[src/include/chan_pkg.sv]
// How it works
// - Strap 1 and select 00 at release: memory mode
// - Memory mode replaces registers in address space
// - Strap 0 at release leaves memory mode
// - Memory mode drives read data line always
// - Select 0x1F, config 0x04: pin follows latched done bit
// - Config 0x06 makes pin wired-OR friendly
// - Host adds 0x4000 for second channel
// - Channel decodes 000h to 6FFh, bit7 MSB
// - Host writes nothing to addresses above 6FFh
// - Writes to read-only fields are ignored
// - Real-time status shows live signal level
// - Latched bits set on edge, clear on one
// - Latched bit requests interrupt only when enabled
// - Reset returns configuration to defaults
// - Host writes field bytes in ascending order
// - Lower field byte writes go to transfer
// - Top byte write commits whole field at once
// - Reads mid-write return committed field value
// - Low byte read snapshots field for others
// - Write mid-read overwrites read transfer byte
// - One write and one read transfer register
// - Forty-bit offset field over five byte registers
// - Done flag set after boot; host waits
package chan_pkg;
  localparam logic [15:0] ADDR_LAST            = 16'h06ff;
  localparam logic [15:0] CHAN_B_OFFSET        = 16'h4000;
  localparam logic [15:0] ADDR_PIN_CONFIG_ONE  = 16'h000e;
  localparam logic [15:0] ADDR_PIN_ZERO_SELECT = 16'h0012;
  localparam logic [15:0] ADDR_EDGE_CONFIG     = 16'h0020;
  localparam logic [15:0] ADDR_EVENT_ENABLE    = 16'h0021;
  localparam logic [15:0] ADDR_STATUS_BASE     = 16'h0040;
  localparam logic [15:0] ADDR_CFG_STATUS      = 16'h0040;
  localparam logic [15:0] ADDR_PIN_STATUS      = 16'h0041;
  localparam logic [15:0] ADDR_INT_STATUS      = 16'h0042;
  localparam logic [15:0] ADDR_GLOBAL_EVENT    = 16'h0043;
  localparam logic [15:0] ADDR_FREQ_BYTE0      = 16'h0300;
  localparam logic [15:0] ADDR_FREQ_BYTE4      = 16'h0304;
  localparam int          FREQ_BYTES           = 5;
  localparam int          BOOT_DONE_BIT        = 7;
  localparam logic [7:0]  PIN_CONFIG_RESET     = 8'h00;
  localparam logic [7:0]  PIN_SELECT_RESET     = 8'h00;
  localparam logic [5:0]  EDGE_CONFIG_RESET    = 6'h15;
  localparam logic [7:0]  EVENT_ENABLE_RESET   = 8'h00;
  localparam logic [39:0] FREQ_OFFSET_RESET    = 40'h00_0000_0000;
  localparam logic [3:0]  PIN_MODE_PUSH        = 4'h4;
  localparam logic [3:0]  PIN_MODE_WIRED       = 4'h6;
  localparam logic [7:0]  PIN_SELECT_DONE      = 8'h1f;
  localparam logic [7:0]  PIN_CONFIG_PUSH      = 8'h04;
  localparam logic [7:0]  PIN_CONFIG_WIRED     = 8'h06;
  localparam int          BOOT_CYCLES_DEFAULT  = 64;
  localparam int          CLOCK_MHZ            = 100;
  localparam int          BOOT_WAIT_US         = 100;
  localparam int          BOOT_WAIT_CYCLES     = BOOT_WAIT_US * CLOCK_MHZ;
  localparam int          NVM_DEPTH_DEFAULT    = 256;
  localparam logic [2:0]  HOST_CTRL            = 3'h0;
  localparam logic [2:0]  HOST_TARGET          = 3'h1;
  localparam logic [2:0]  HOST_FREQ_LO         = 3'h2;
  localparam logic [2:0]  HOST_FREQ_HI         = 3'h3;
  localparam logic [2:0]  HOST_CMD             = 3'h4;
  localparam logic [2:0]  HOST_STATUS          = 3'h5;
  localparam logic [2:0]  HOST_RFREQ_LO        = 3'h6;
  localparam logic [2:0]  HOST_RFREQ_HI        = 3'h7;
endpackage : chan_pkg

[src/include/chan_link_if.sv]
`timescale 1ns/10ps
interface chan_link_if;
  logic [15:0] addr;
  logic [7:0]  wdata;
  logic        wr;
  logic        rd;
  logic [7:0]  rdata;
  logic        rdata_oe;
  modport device (input addr, input wdata, input wr, input rd, output rdata, output rdata_oe);
  modport host   (output addr, output wdata, output wr, output rd, input rdata, input rdata_oe);
endinterface : chan_link_if

[src/logic/chan_device.sv]
// Our own choices: the plain strobed port and the placing of the registers.
`timescale 1ns/10ps
module chan_device #(
  parameter logic [15:0] CHANNEL_BASE = 16'h0000,
  parameter int          BOOT_CYCLES  = chan_pkg::BOOT_CYCLES_DEFAULT,
  parameter int          NVM_DEPTH    = chan_pkg::NVM_DEPTH_DEFAULT
) (
  input  wire logic        CLOCK,
  input  wire logic        RST_N,
  input  wire logic        TEST_STRAP,
  input  wire logic [1:0]  AUTOCONFIG_SEL,
  input  wire logic [1:0]  EVENT_IN,
  input  wire logic        GENERAL_PIN_ZERO_IN,
  output      logic        GENERAL_PIN_ZERO_OUT,
  output      logic        GENERAL_PIN_ZERO_OE,
  chan_link_if.device      LINK
);
  import chan_pkg::*;

  localparam int NVM_AW = $clog2(NVM_DEPTH);

  logic              rst_q;
  logic              nvm_mode;
  logic              test_q;
  logic [1:0]        ac_q;
  logic [15:0]       off;
  logic              hit;
  logic              wr_reg;
  logic              rd_reg;
  logic [7:0]        pin_config_reg_one;
  logic [7:0]        pin_zero_status_select;
  logic [5:0]        edge_cfg;
  logic [7:0]        event_enable;
  logic [39:0]       freq_offset_field;
  logic [31:0]       wr_xfer;
  logic [39:0]       rd_xfer;
  logic [7:0]        nvm [NVM_DEPTH];
  logic [$clog2(BOOT_CYCLES+1)-1:0] boot_cnt;
  logic              boot_config_done;
  logic [2:0]        ev_sig;
  logic [2:0]        ev_prev;
  logic [2:0]        latched;
  logic [2:0]        clr_bits;
  logic [7:0]        global_event_status;
  logic              int_bit;
  logic              sel_bit;
  logic [7:0]        sel_byte;
  logic [7:0]        next_rdata;
  logic [2:0]        fbyte;

  always_ff @(posedge CLOCK) begin
    rst_q <= RST_N;
  end

  // Straps are caught on the first edge after reset is released
  always_ff @(posedge CLOCK) begin
    if (!RST_N) begin
      nvm_mode <= 1'b0;
      test_q   <= 1'b0;
      ac_q     <= 2'b00;
    end else if (!rst_q) begin
      test_q   <= TEST_STRAP;
      ac_q     <= AUTOCONFIG_SEL;
      nvm_mode <= TEST_STRAP && (AUTOCONFIG_SEL == 2'b00);
    end
  end

  assign off    = LINK.addr - CHANNEL_BASE;
  assign hit    = (LINK.addr >= CHANNEL_BASE) && (off <= ADDR_LAST);
  assign wr_reg = LINK.wr && hit && !nvm_mode;
  assign rd_reg = LINK.rd && hit && !nvm_mode;
  assign fbyte  = 3'(off - ADDR_FREQ_BYTE0);

  always_ff @(posedge CLOCK) begin
    if (!RST_N) begin
      boot_cnt         <= '0;
      boot_config_done <= 1'b0;
    end else if (!boot_config_done) begin
      boot_cnt <= boot_cnt + 1'b1;
      if (boot_cnt == ($bits(boot_cnt))'(BOOT_CYCLES - 1)) begin
        boot_config_done <= 1'b1;
      end
    end
  end

  always_ff @(posedge CLOCK) begin
    if (!RST_N) begin
      pin_config_reg_one     <= PIN_CONFIG_RESET;
      pin_zero_status_select <= PIN_SELECT_RESET;
      edge_cfg               <= EDGE_CONFIG_RESET;
      event_enable           <= EVENT_ENABLE_RESET;
    end else if (wr_reg) begin
      case (off)
        ADDR_PIN_CONFIG_ONE:  pin_config_reg_one     <= LINK.wdata;
        ADDR_PIN_ZERO_SELECT: pin_zero_status_select <= LINK.wdata;
        ADDR_EDGE_CONFIG:     edge_cfg               <= LINK.wdata[5:0];
        ADDR_EVENT_ENABLE:    event_enable           <= LINK.wdata;
        default: ; // Unlisted addresses keep their state; a status write only clears latched bits at ADDR_GLOBAL_EVENT
      endcase
    end
  end

  // Latched events: boot done, two external events
  assign ev_sig   = {boot_config_done, EVENT_IN};
  assign clr_bits = (wr_reg && off == ADDR_GLOBAL_EVENT) ?
                    {LINK.wdata[BOOT_DONE_BIT], LINK.wdata[1:0]} : 3'b000;

  for (genvar i = 0; i < 3; i++) begin : g_latch
    always_ff @(posedge CLOCK) begin
      if (!RST_N) begin
        ev_prev[i] <= 1'b0;
        latched[i] <= 1'b0;
      end else begin
        ev_prev[i] <= ev_sig[i];
        // Set wins over a clear in the same cycle
        if ((ev_sig[i] && !ev_prev[i] && edge_cfg[2*i]) ||
            (!ev_sig[i] && ev_prev[i] && edge_cfg[2*i+1])) begin
          latched[i] <= 1'b1;
        end else if (clr_bits[i]) begin
          latched[i] <= 1'b0;
        end
      end
    end
  end

  assign global_event_status = {latched[2], 5'h00, latched[1:0]};
  assign int_bit = |(global_event_status & event_enable);

  function automatic logic [7:0] status_byte(input logic [4:0] idx);
    case (idx)
      5'h00:   status_byte = {test_q, 5'h00, ac_q};
      5'h01:   status_byte = {7'h00, GENERAL_PIN_ZERO_IN};
      5'h02:   status_byte = {7'h00, int_bit};
      5'h03:   status_byte = global_event_status;
      default: status_byte = 8'h00;
    endcase
  endfunction : status_byte

  // Process form so that the live status signals read by the function wake it up
  always_comb begin
    sel_byte = status_byte(pin_zero_status_select[7:3]);
  end

  assign sel_bit = sel_byte[pin_zero_status_select[2:0]];

  always_ff @(posedge CLOCK) begin
    if (!RST_N) begin
      GENERAL_PIN_ZERO_OUT <= 1'b0;
      GENERAL_PIN_ZERO_OE  <= 1'b0;
    end else begin
      case (pin_config_reg_one[3:0])
        PIN_MODE_PUSH: begin
          GENERAL_PIN_ZERO_OUT <= sel_bit;
          GENERAL_PIN_ZERO_OE  <= 1'b1;
        end
        PIN_MODE_WIRED: begin
          GENERAL_PIN_ZERO_OUT <= 1'b0;
          GENERAL_PIN_ZERO_OE  <= !sel_bit;
        end
        default: begin
          GENERAL_PIN_ZERO_OUT <= 1'b0;
          GENERAL_PIN_ZERO_OE  <= 1'b0;
        end
      endcase
    end
  end

  // One shared pair of transfer registers serves every multibyte field
  always_ff @(posedge CLOCK) begin
    if (!RST_N) begin
      freq_offset_field <= FREQ_OFFSET_RESET;
      wr_xfer           <= '0;
      rd_xfer           <= '0;
    end else begin
      if (wr_reg && off >= ADDR_FREQ_BYTE0 && off <= ADDR_FREQ_BYTE4) begin
        rd_xfer[8*fbyte +: 8] <= LINK.wdata;
        if (off == ADDR_FREQ_BYTE4) begin
          freq_offset_field <= {LINK.wdata, wr_xfer};
        end else begin
          wr_xfer[8*fbyte[1:0] +: 8] <= LINK.wdata;
        end
      end else if (rd_reg && off == ADDR_FREQ_BYTE0) begin
        rd_xfer <= freq_offset_field;
      end
    end
  end

  always_ff @(posedge CLOCK) begin
    if (nvm_mode && hit && LINK.wr) begin
      nvm[off[NVM_AW-1:0]] <= LINK.wdata;
    end
  end

  always_comb begin
    next_rdata = 8'h00;
    if (nvm_mode) begin
      next_rdata = nvm[off[NVM_AW-1:0]];
    end else if (off >= ADDR_STATUS_BASE && off < ADDR_STATUS_BASE + 16'h0020) begin
      next_rdata = status_byte(off[4:0]);
    end else if (off == ADDR_FREQ_BYTE0) begin
      next_rdata = freq_offset_field[7:0];
    end else if (off > ADDR_FREQ_BYTE0 && off <= ADDR_FREQ_BYTE4) begin
      next_rdata = rd_xfer[8*fbyte +: 8];
    end else begin
      case (off)
        ADDR_PIN_CONFIG_ONE:  next_rdata = pin_config_reg_one;
        ADDR_PIN_ZERO_SELECT: next_rdata = pin_zero_status_select;
        ADDR_EDGE_CONFIG:     next_rdata = {2'b00, edge_cfg};
        ADDR_EVENT_ENABLE:    next_rdata = event_enable;
        default:              next_rdata = 8'h00;
      endcase
    end
  end

  always_ff @(posedge CLOCK) begin
    if (!RST_N) begin
      LINK.rdata    <= 8'h00;
      LINK.rdata_oe <= 1'b0;
    end else begin
      LINK.rdata    <= (LINK.rd && hit) ? next_rdata : 8'h00;
      LINK.rdata_oe <= nvm_mode || (LINK.rd && hit);
    end
  end
endmodule : chan_device

[src/flat_wrapper.sv]
// flat-port wrapper written by rule: the top's interface ports become plain ports
module chan_device_flat import chan_pkg::*;
#(
  parameter logic [15:0] CHANNEL_BASE = 16'h0000,
  parameter int          BOOT_CYCLES  = chan_pkg::BOOT_CYCLES_DEFAULT,
  parameter int          NVM_DEPTH    = chan_pkg::NVM_DEPTH_DEFAULT
)
  (CLOCK, RST_N, TEST_STRAP, AUTOCONFIG_SEL, EVENT_IN, GENERAL_PIN_ZERO_IN, GENERAL_PIN_ZERO_OUT, GENERAL_PIN_ZERO_OE, LINK_addr, LINK_wdata, LINK_wr, LINK_rd, LINK_rdata, LINK_rdata_oe);
  chan_link_if LINK_i ();
  input  wire logic CLOCK;
  input  wire logic RST_N;
  input  wire logic TEST_STRAP;
  input  wire logic [1:0] AUTOCONFIG_SEL;
  input  wire logic [1:0] EVENT_IN;
  input  wire logic GENERAL_PIN_ZERO_IN;
  output      logic GENERAL_PIN_ZERO_OUT;
  output      logic GENERAL_PIN_ZERO_OE;
  input wire logic [$bits(LINK_i.addr)-1:0] LINK_addr;
  input wire logic [$bits(LINK_i.wdata)-1:0] LINK_wdata;
  input wire logic [$bits(LINK_i.wr)-1:0] LINK_wr;
  input wire logic [$bits(LINK_i.rd)-1:0] LINK_rd;
  output wire logic [$bits(LINK_i.rdata)-1:0] LINK_rdata;
  output wire logic [$bits(LINK_i.rdata_oe)-1:0] LINK_rdata_oe;
  assign LINK_i.addr = LINK_addr;
  assign LINK_i.wdata = LINK_wdata;
  assign LINK_i.wr = LINK_wr;
  assign LINK_i.rd = LINK_rd;
  assign LINK_rdata = LINK_i.rdata;
  assign LINK_rdata_oe = LINK_i.rdata_oe;
  chan_device #(.CHANNEL_BASE(CHANNEL_BASE), .BOOT_CYCLES(BOOT_CYCLES), .NVM_DEPTH(NVM_DEPTH)) u_core (.CLOCK(CLOCK), .RST_N(RST_N), .TEST_STRAP(TEST_STRAP), .AUTOCONFIG_SEL(AUTOCONFIG_SEL), .EVENT_IN(EVENT_IN), .GENERAL_PIN_ZERO_IN(GENERAL_PIN_ZERO_IN), .GENERAL_PIN_ZERO_OUT(GENERAL_PIN_ZERO_OUT), .GENERAL_PIN_ZERO_OE(GENERAL_PIN_ZERO_OE), .LINK(LINK_i));
endmodule
[config.mk]
export PLATFORM = sky130hd
export DESIGN_NAME = chan_device_flat
export DESIGN_NICKNAME = d
export VERILOG_FILES = /design/src/include/chan_pkg.sv /design/src/include/chan_link_if.sv /design/src/logic/chan_device.sv /design/src/flat_wrapper.sv
export SDC_FILE = /design/constraint.sdc
export NUM_CORES = 2
export LEC_CHECK = 0
export ABC_AREA = 1
export BUFFER_PORTS_ARGS = -buffer_cell sky130_fd_sc_hd__buf_2
export CAP_MARGIN = 20
export CORE_MARGIN = 8
export CORE_UTILIZATION = 30
export DETAILED_ROUTE_END_ITERATION = 6
export SYNTH_ARGS = -nofsm -noshare
export SYNTH_HDL_FRONTEND = slang
export SYNTH_SLANG_ARGS = --single-unit
[constraint.sdc]
create_clock -name CLOCK -period 3.7 [get_ports CLOCK]
set_input_delay 0 -clock CLOCK [delete_from_list [all_inputs] [get_ports CLOCK]]
set_output_delay 0 -clock CLOCK [all_outputs]
set_load 0.03 [all_outputs]
==> summary.md <==
| Metric | Value |
|---|---|
| Status | `finished, final reports clean` |
| HP Class | `input pin to flop` |
| Pin count of the biggest net entering global routing | `160` |
| Drt first pass iters | `6` |
| Syn Inst Count | `8,576` |
| Share of layout cells above drive strength 1 | `9.01%` |
| Detailed Route WL | `276,000 um` |
| FF-to-FF Start | `u_core.nvm[128][4]` |
| Clock root buffer master | `clkbuf_16` |
| Clock Path Buffers | `3` |
| Vias in the first global route | `62.5k` |
| CP required | `4.26 ns` |
| Mux share of post-synthesis cell area | `0%` |
| Via/cell ratio | `4.98` |
| Die width | `571 um` |
| Clk_skew | `0.0412 ns` |
| Power density over the cells | `496 nW/um^2` |
| Top cell type's share of synthesized area | `66.7%` |
| Simple-Gate Fraction of Synth Area | `16.9%` |
| GRT Util Overall | `16.3%` |
| Gr ovfl total | `0` |
| RR Endpoint | `u_core.LINK.rdata[4]` |
| Final instance area | `106,000 sq um` |
| DRT iter0 DRCs | `7,687` |
| Final worst path period need | `3.68 ns` |
| Family with the most delay on the worst path | `buffers and inverters` |
| Average wire per standard cell | `21.1 um` |
| Clock sink total | `2,220` |
| Slowest cell on crit path | `dlygate4sd3_1` |
| WS Path Type | `input pin to flop` |
| Sequential area share after synthesis | `70.4%` |
| Slew Viols, Final | `0` |
| Setup Buffers After CTS | `0` |
| Cell row count | `203` |
| Post-synth EDFFs | `2,048` |
| Final net count | `8,803` |
| Critical Path Source | `LINK_addr[10]` |
| Reg clk slew, reported paths | `0.06 ns` |
| Die ar. | `326,000 sq um` |
| Worst r2r path cells | `14` |
| TNS Setup | `0 ns` |
| Initial antenna violation count | `7` |
| Largest area contributor in the netlist | `edfxtp_1` |
| Final-layout fill cell count | `30.1k` |
| Synth warnings | `0` |
| Global-route wire length before repair | `408,000 um` |
| Least-Margin Pin Slew | `1.15 ns` |
| Crit. path cell count | `14` |
| CP bufs+invs | `7` |
| Multi-input combinational cell area | `23,500 sq um` |
| Post-Syn Nets | `8,616` |
| Startpoint type of the worst setup path | `input pin` |
| Number of buffers created by CTS | `216` |
| Max IR drop VDD | `0.000403 V` |
| Max transition margin | `23.1%` |
| Main combinational cell family by area after synthesis | `simple AND/OR/NAND/NOR gates` |
| Starting density of the core | `30.1%` |
| Xor/xnor share of the synthesized area | `0.00949%` |
| Arrival time at the worst endpoint | `4.24 ns` |
| RSZ-0062 raised after global routing | `true` |
| Primary FF master, synth | `edfxtp_1` |
| Die extent in y | `571 um` |
| Mapped Area | `92,300 sq um` |
| P_leak | `38.0 nW` |
| Flop2flop setup slack | `0.83 ns` |
| Synth cell types | `54` |
| Synth Area in Compound Gates | `8.40%` |
| Worst-Skew Late Latency | `0.86 ns` |
| Post-DRT Antenna Nets | `0` |
| Core Region | `306,000 sq um` |
| PortBufs | `44` |
| Power, Total | `52.8 mW` |
| H-tree Lvls | `4` |
| Placer's final routability congestion estimate | `0.911` |
| TritonCTS clock tree | `built` |
| Ranking of synthesized cells by area | `edfxtp_1, nand2_1, nor2_1` |
| Fmax | `272 MHz` |
| Flops & latches, synth | `2,220` |
| DP Area | `98,800 sq um` |
| Synth async-reset ratio | `0%` |
| Max cap viols | `0` |
| # IOs | `45` |
| Remaining DRCs | `0` |
| Storage element area | `64,900 sq um` |
| Slowest stage delay, CP | `0.60 ns` |
| Utilization after layout | `34.8%` |
| Worst setup path endpoint | `u_core.nvm[113][5]` |
| Area grow syn2layout | `15.3%` |
| Mapped Avg Cell Area | `10.8 sq um` |
| Cells along the critical path | `dlygate4sd3_1 > buf_2 > nor2_2 > dlygate4sd3_1 > nor2_1 > dlygate4sd3_1 > nor2_1 > nand2_1 > nor2_4 > buf_4 > nand4_1 > buf_4 > nor2_1 > buf_4` |
| Via count | `65.0k` |
| Post-DP HPWL | `167,000 um` |
| Period utilization | `99.5%` |
| Max FO, Critical Path | `22` |
| CP Capture Type | `flop` |
| Adder-Cell Fraction of Synth Area | `0.0814%` |
| Setup violators final | `0` |
| Final Hold Fails | `0` |
[worst register-to-register path, cell delays in order (launching register included)]
cell	delay, ns
edfxtp_1	0.36
nor2_1	0.09
nor2_1	0.05
nand2_1	0.07
o21ai_0	0.10
nand2_1	0.23
nand2_1	0.11
o21ai_0	0.79
nand2_1	0.11
nor2_1	0.28
nand2_1	0.22
nor2_1	0.15
nand2_1	0.08
nand2_1	0.06
a21oi_1	0.06
[how the worst min path moves through the flow]
stage / from / endpoint / slack (ns) / depth (start not counted)
floorplan: RST_N / u_core.rst_q / 0.03 / 0
global placement: AUTOCONFIG_SEL[0] / u_core.nvm_mode / 0.27 / 2
detailed placement: AUTOCONFIG_SEL[0] / u_core.nvm_mode / 0.24 / 2
CTS: LINK_addr[3] / u_core.LINK.rdata[6] / 0.05 / 7
global route: LINK_wdata[3] / u_core.nvm[240][3] / 0.11 / 2
finish: LINK_addr[1] / u_core.wr_xfer[23] / 0.12 / 5
[cell usage after synthesis (4+ instances only)]
cell,instances
a211oi_1,9
a211oi_2,16
a21oi_1,158
a31oi_1,18
a32o_1,6
buf_1,51
buf_2,117
buf_4,25
buf_6,32
clkbuf_1,256
clkinv_1,7
dfxtp_1,172
edfxtp_1,2048
ha_1,6
inv_1,400
inv_2,13
nand2_1,2005
nand2_2,5
nand2_4,4
nand3_1,211
nand4_1,34
nor2_1,1659
nor2_2,6
nor3_1,29
nor3_2,10
nor4_1,4
o21ai_0,1002
o21ai_1,93
o22ai_1,142
[per-stage QoR]
step           hold WS, ns  setup slack (ns)  instances
2_1_floorplan       0.0277             0.763       8576
3_3_place_gp         0.267             0.194      12600
3_5_place_dp         0.243             0.233      12600
4_1_cts             0.0498             0.118      13000
5_1_grt              0.107           -0.0898      13000
6_report             0.125            0.0187      13100
[sequential cells by signal, summed over array words and instances (netlist names)]
signal / flops
u_core.boot_cnt: 7
u_core.ac_q: 2
u_core.ev_prev: 3
u_core.nvm_mode: 1
u_core.wr_xfer: 32
u_core.GENERAL_PIN_ZERO_OUT: 1
u_core.global_event_status: 3
u_core.event_enable: 8
u_core.boot_config_done: 1
u_core.test_q: 1
u_core.rd_xfer: 40
u_core.rst_q: 1
u_core.edge_cfg: 6
u_core.LINK.rdata_oe: 1
u_core.nvm: 2048
u_core.freq_offset_field: 40
u_core.pin_config_reg_one: 8
u_core.pin_zero_status_select: 8
u_core.LINK.rdata: 8
u_core.GENERAL_PIN_ZERO_OE: 1
[cell type report]
class / count / area share, %
Tap cell: 4100 / 4.82
Antenna cell: 6 / 0.0141
Sequential cell: 2220 / 61.0
Clock inverter: 127 / 1.25
Clock buffer: 276 / 5.44
Inverter: 423 / 1.52
Multi-Input combinational cell: 5452 / 22.1
Timing Repair Buffer: 450 / 3.84
[power by group]
part           leakage, nW  internal [mW]  switching, mW
Clock                 3.47           12.7           9.58
Sequential            19.8           27.4        0.00828
Combinational         14.8          0.776           2.41
[layer usage]
layer	track usage [%]	part of all wire, %	vias up
met5	0	0.0047	-
met4	6.76	4.5	2
met3	2.79	7.9	540
met2	26.5	47	2779
met1	21.6	41	32100
li1	-	-	29600
[cell usage in the layout, fill, tap and decap left out, types with 46 or more instances in the layout]
cell type  count
buf_4        313
nand3_1      211
o21ai_0     1002
clkbuf_16    219
edfxtp_1    2048
dfxtp_1      172
nand2_1     1998
buf_12        49
o22ai_1      142
a21oi_1      158
inv_1        400
clkinv_1      54
o21ai_1       93
clkbuf_1      46
nor2_1      1647
[timing repair]
action                                 in CTS  in global routing
hold buffers                               44                  0
setup endpoints to repair                   0                 84
endpoints found under the hold margin    1227                  0
resized for setup                           0                  9
[cells by family after synthesis]
family,count (synthesis)
AOI/OAI and AO/OA,1461
xor gates and xnor gates,1
adders and majority gates,6
buffers and inverters,904
DFF,2220
and+or+nand+nor,3984
Note: power is estimated with default switching activity, not from simulation.
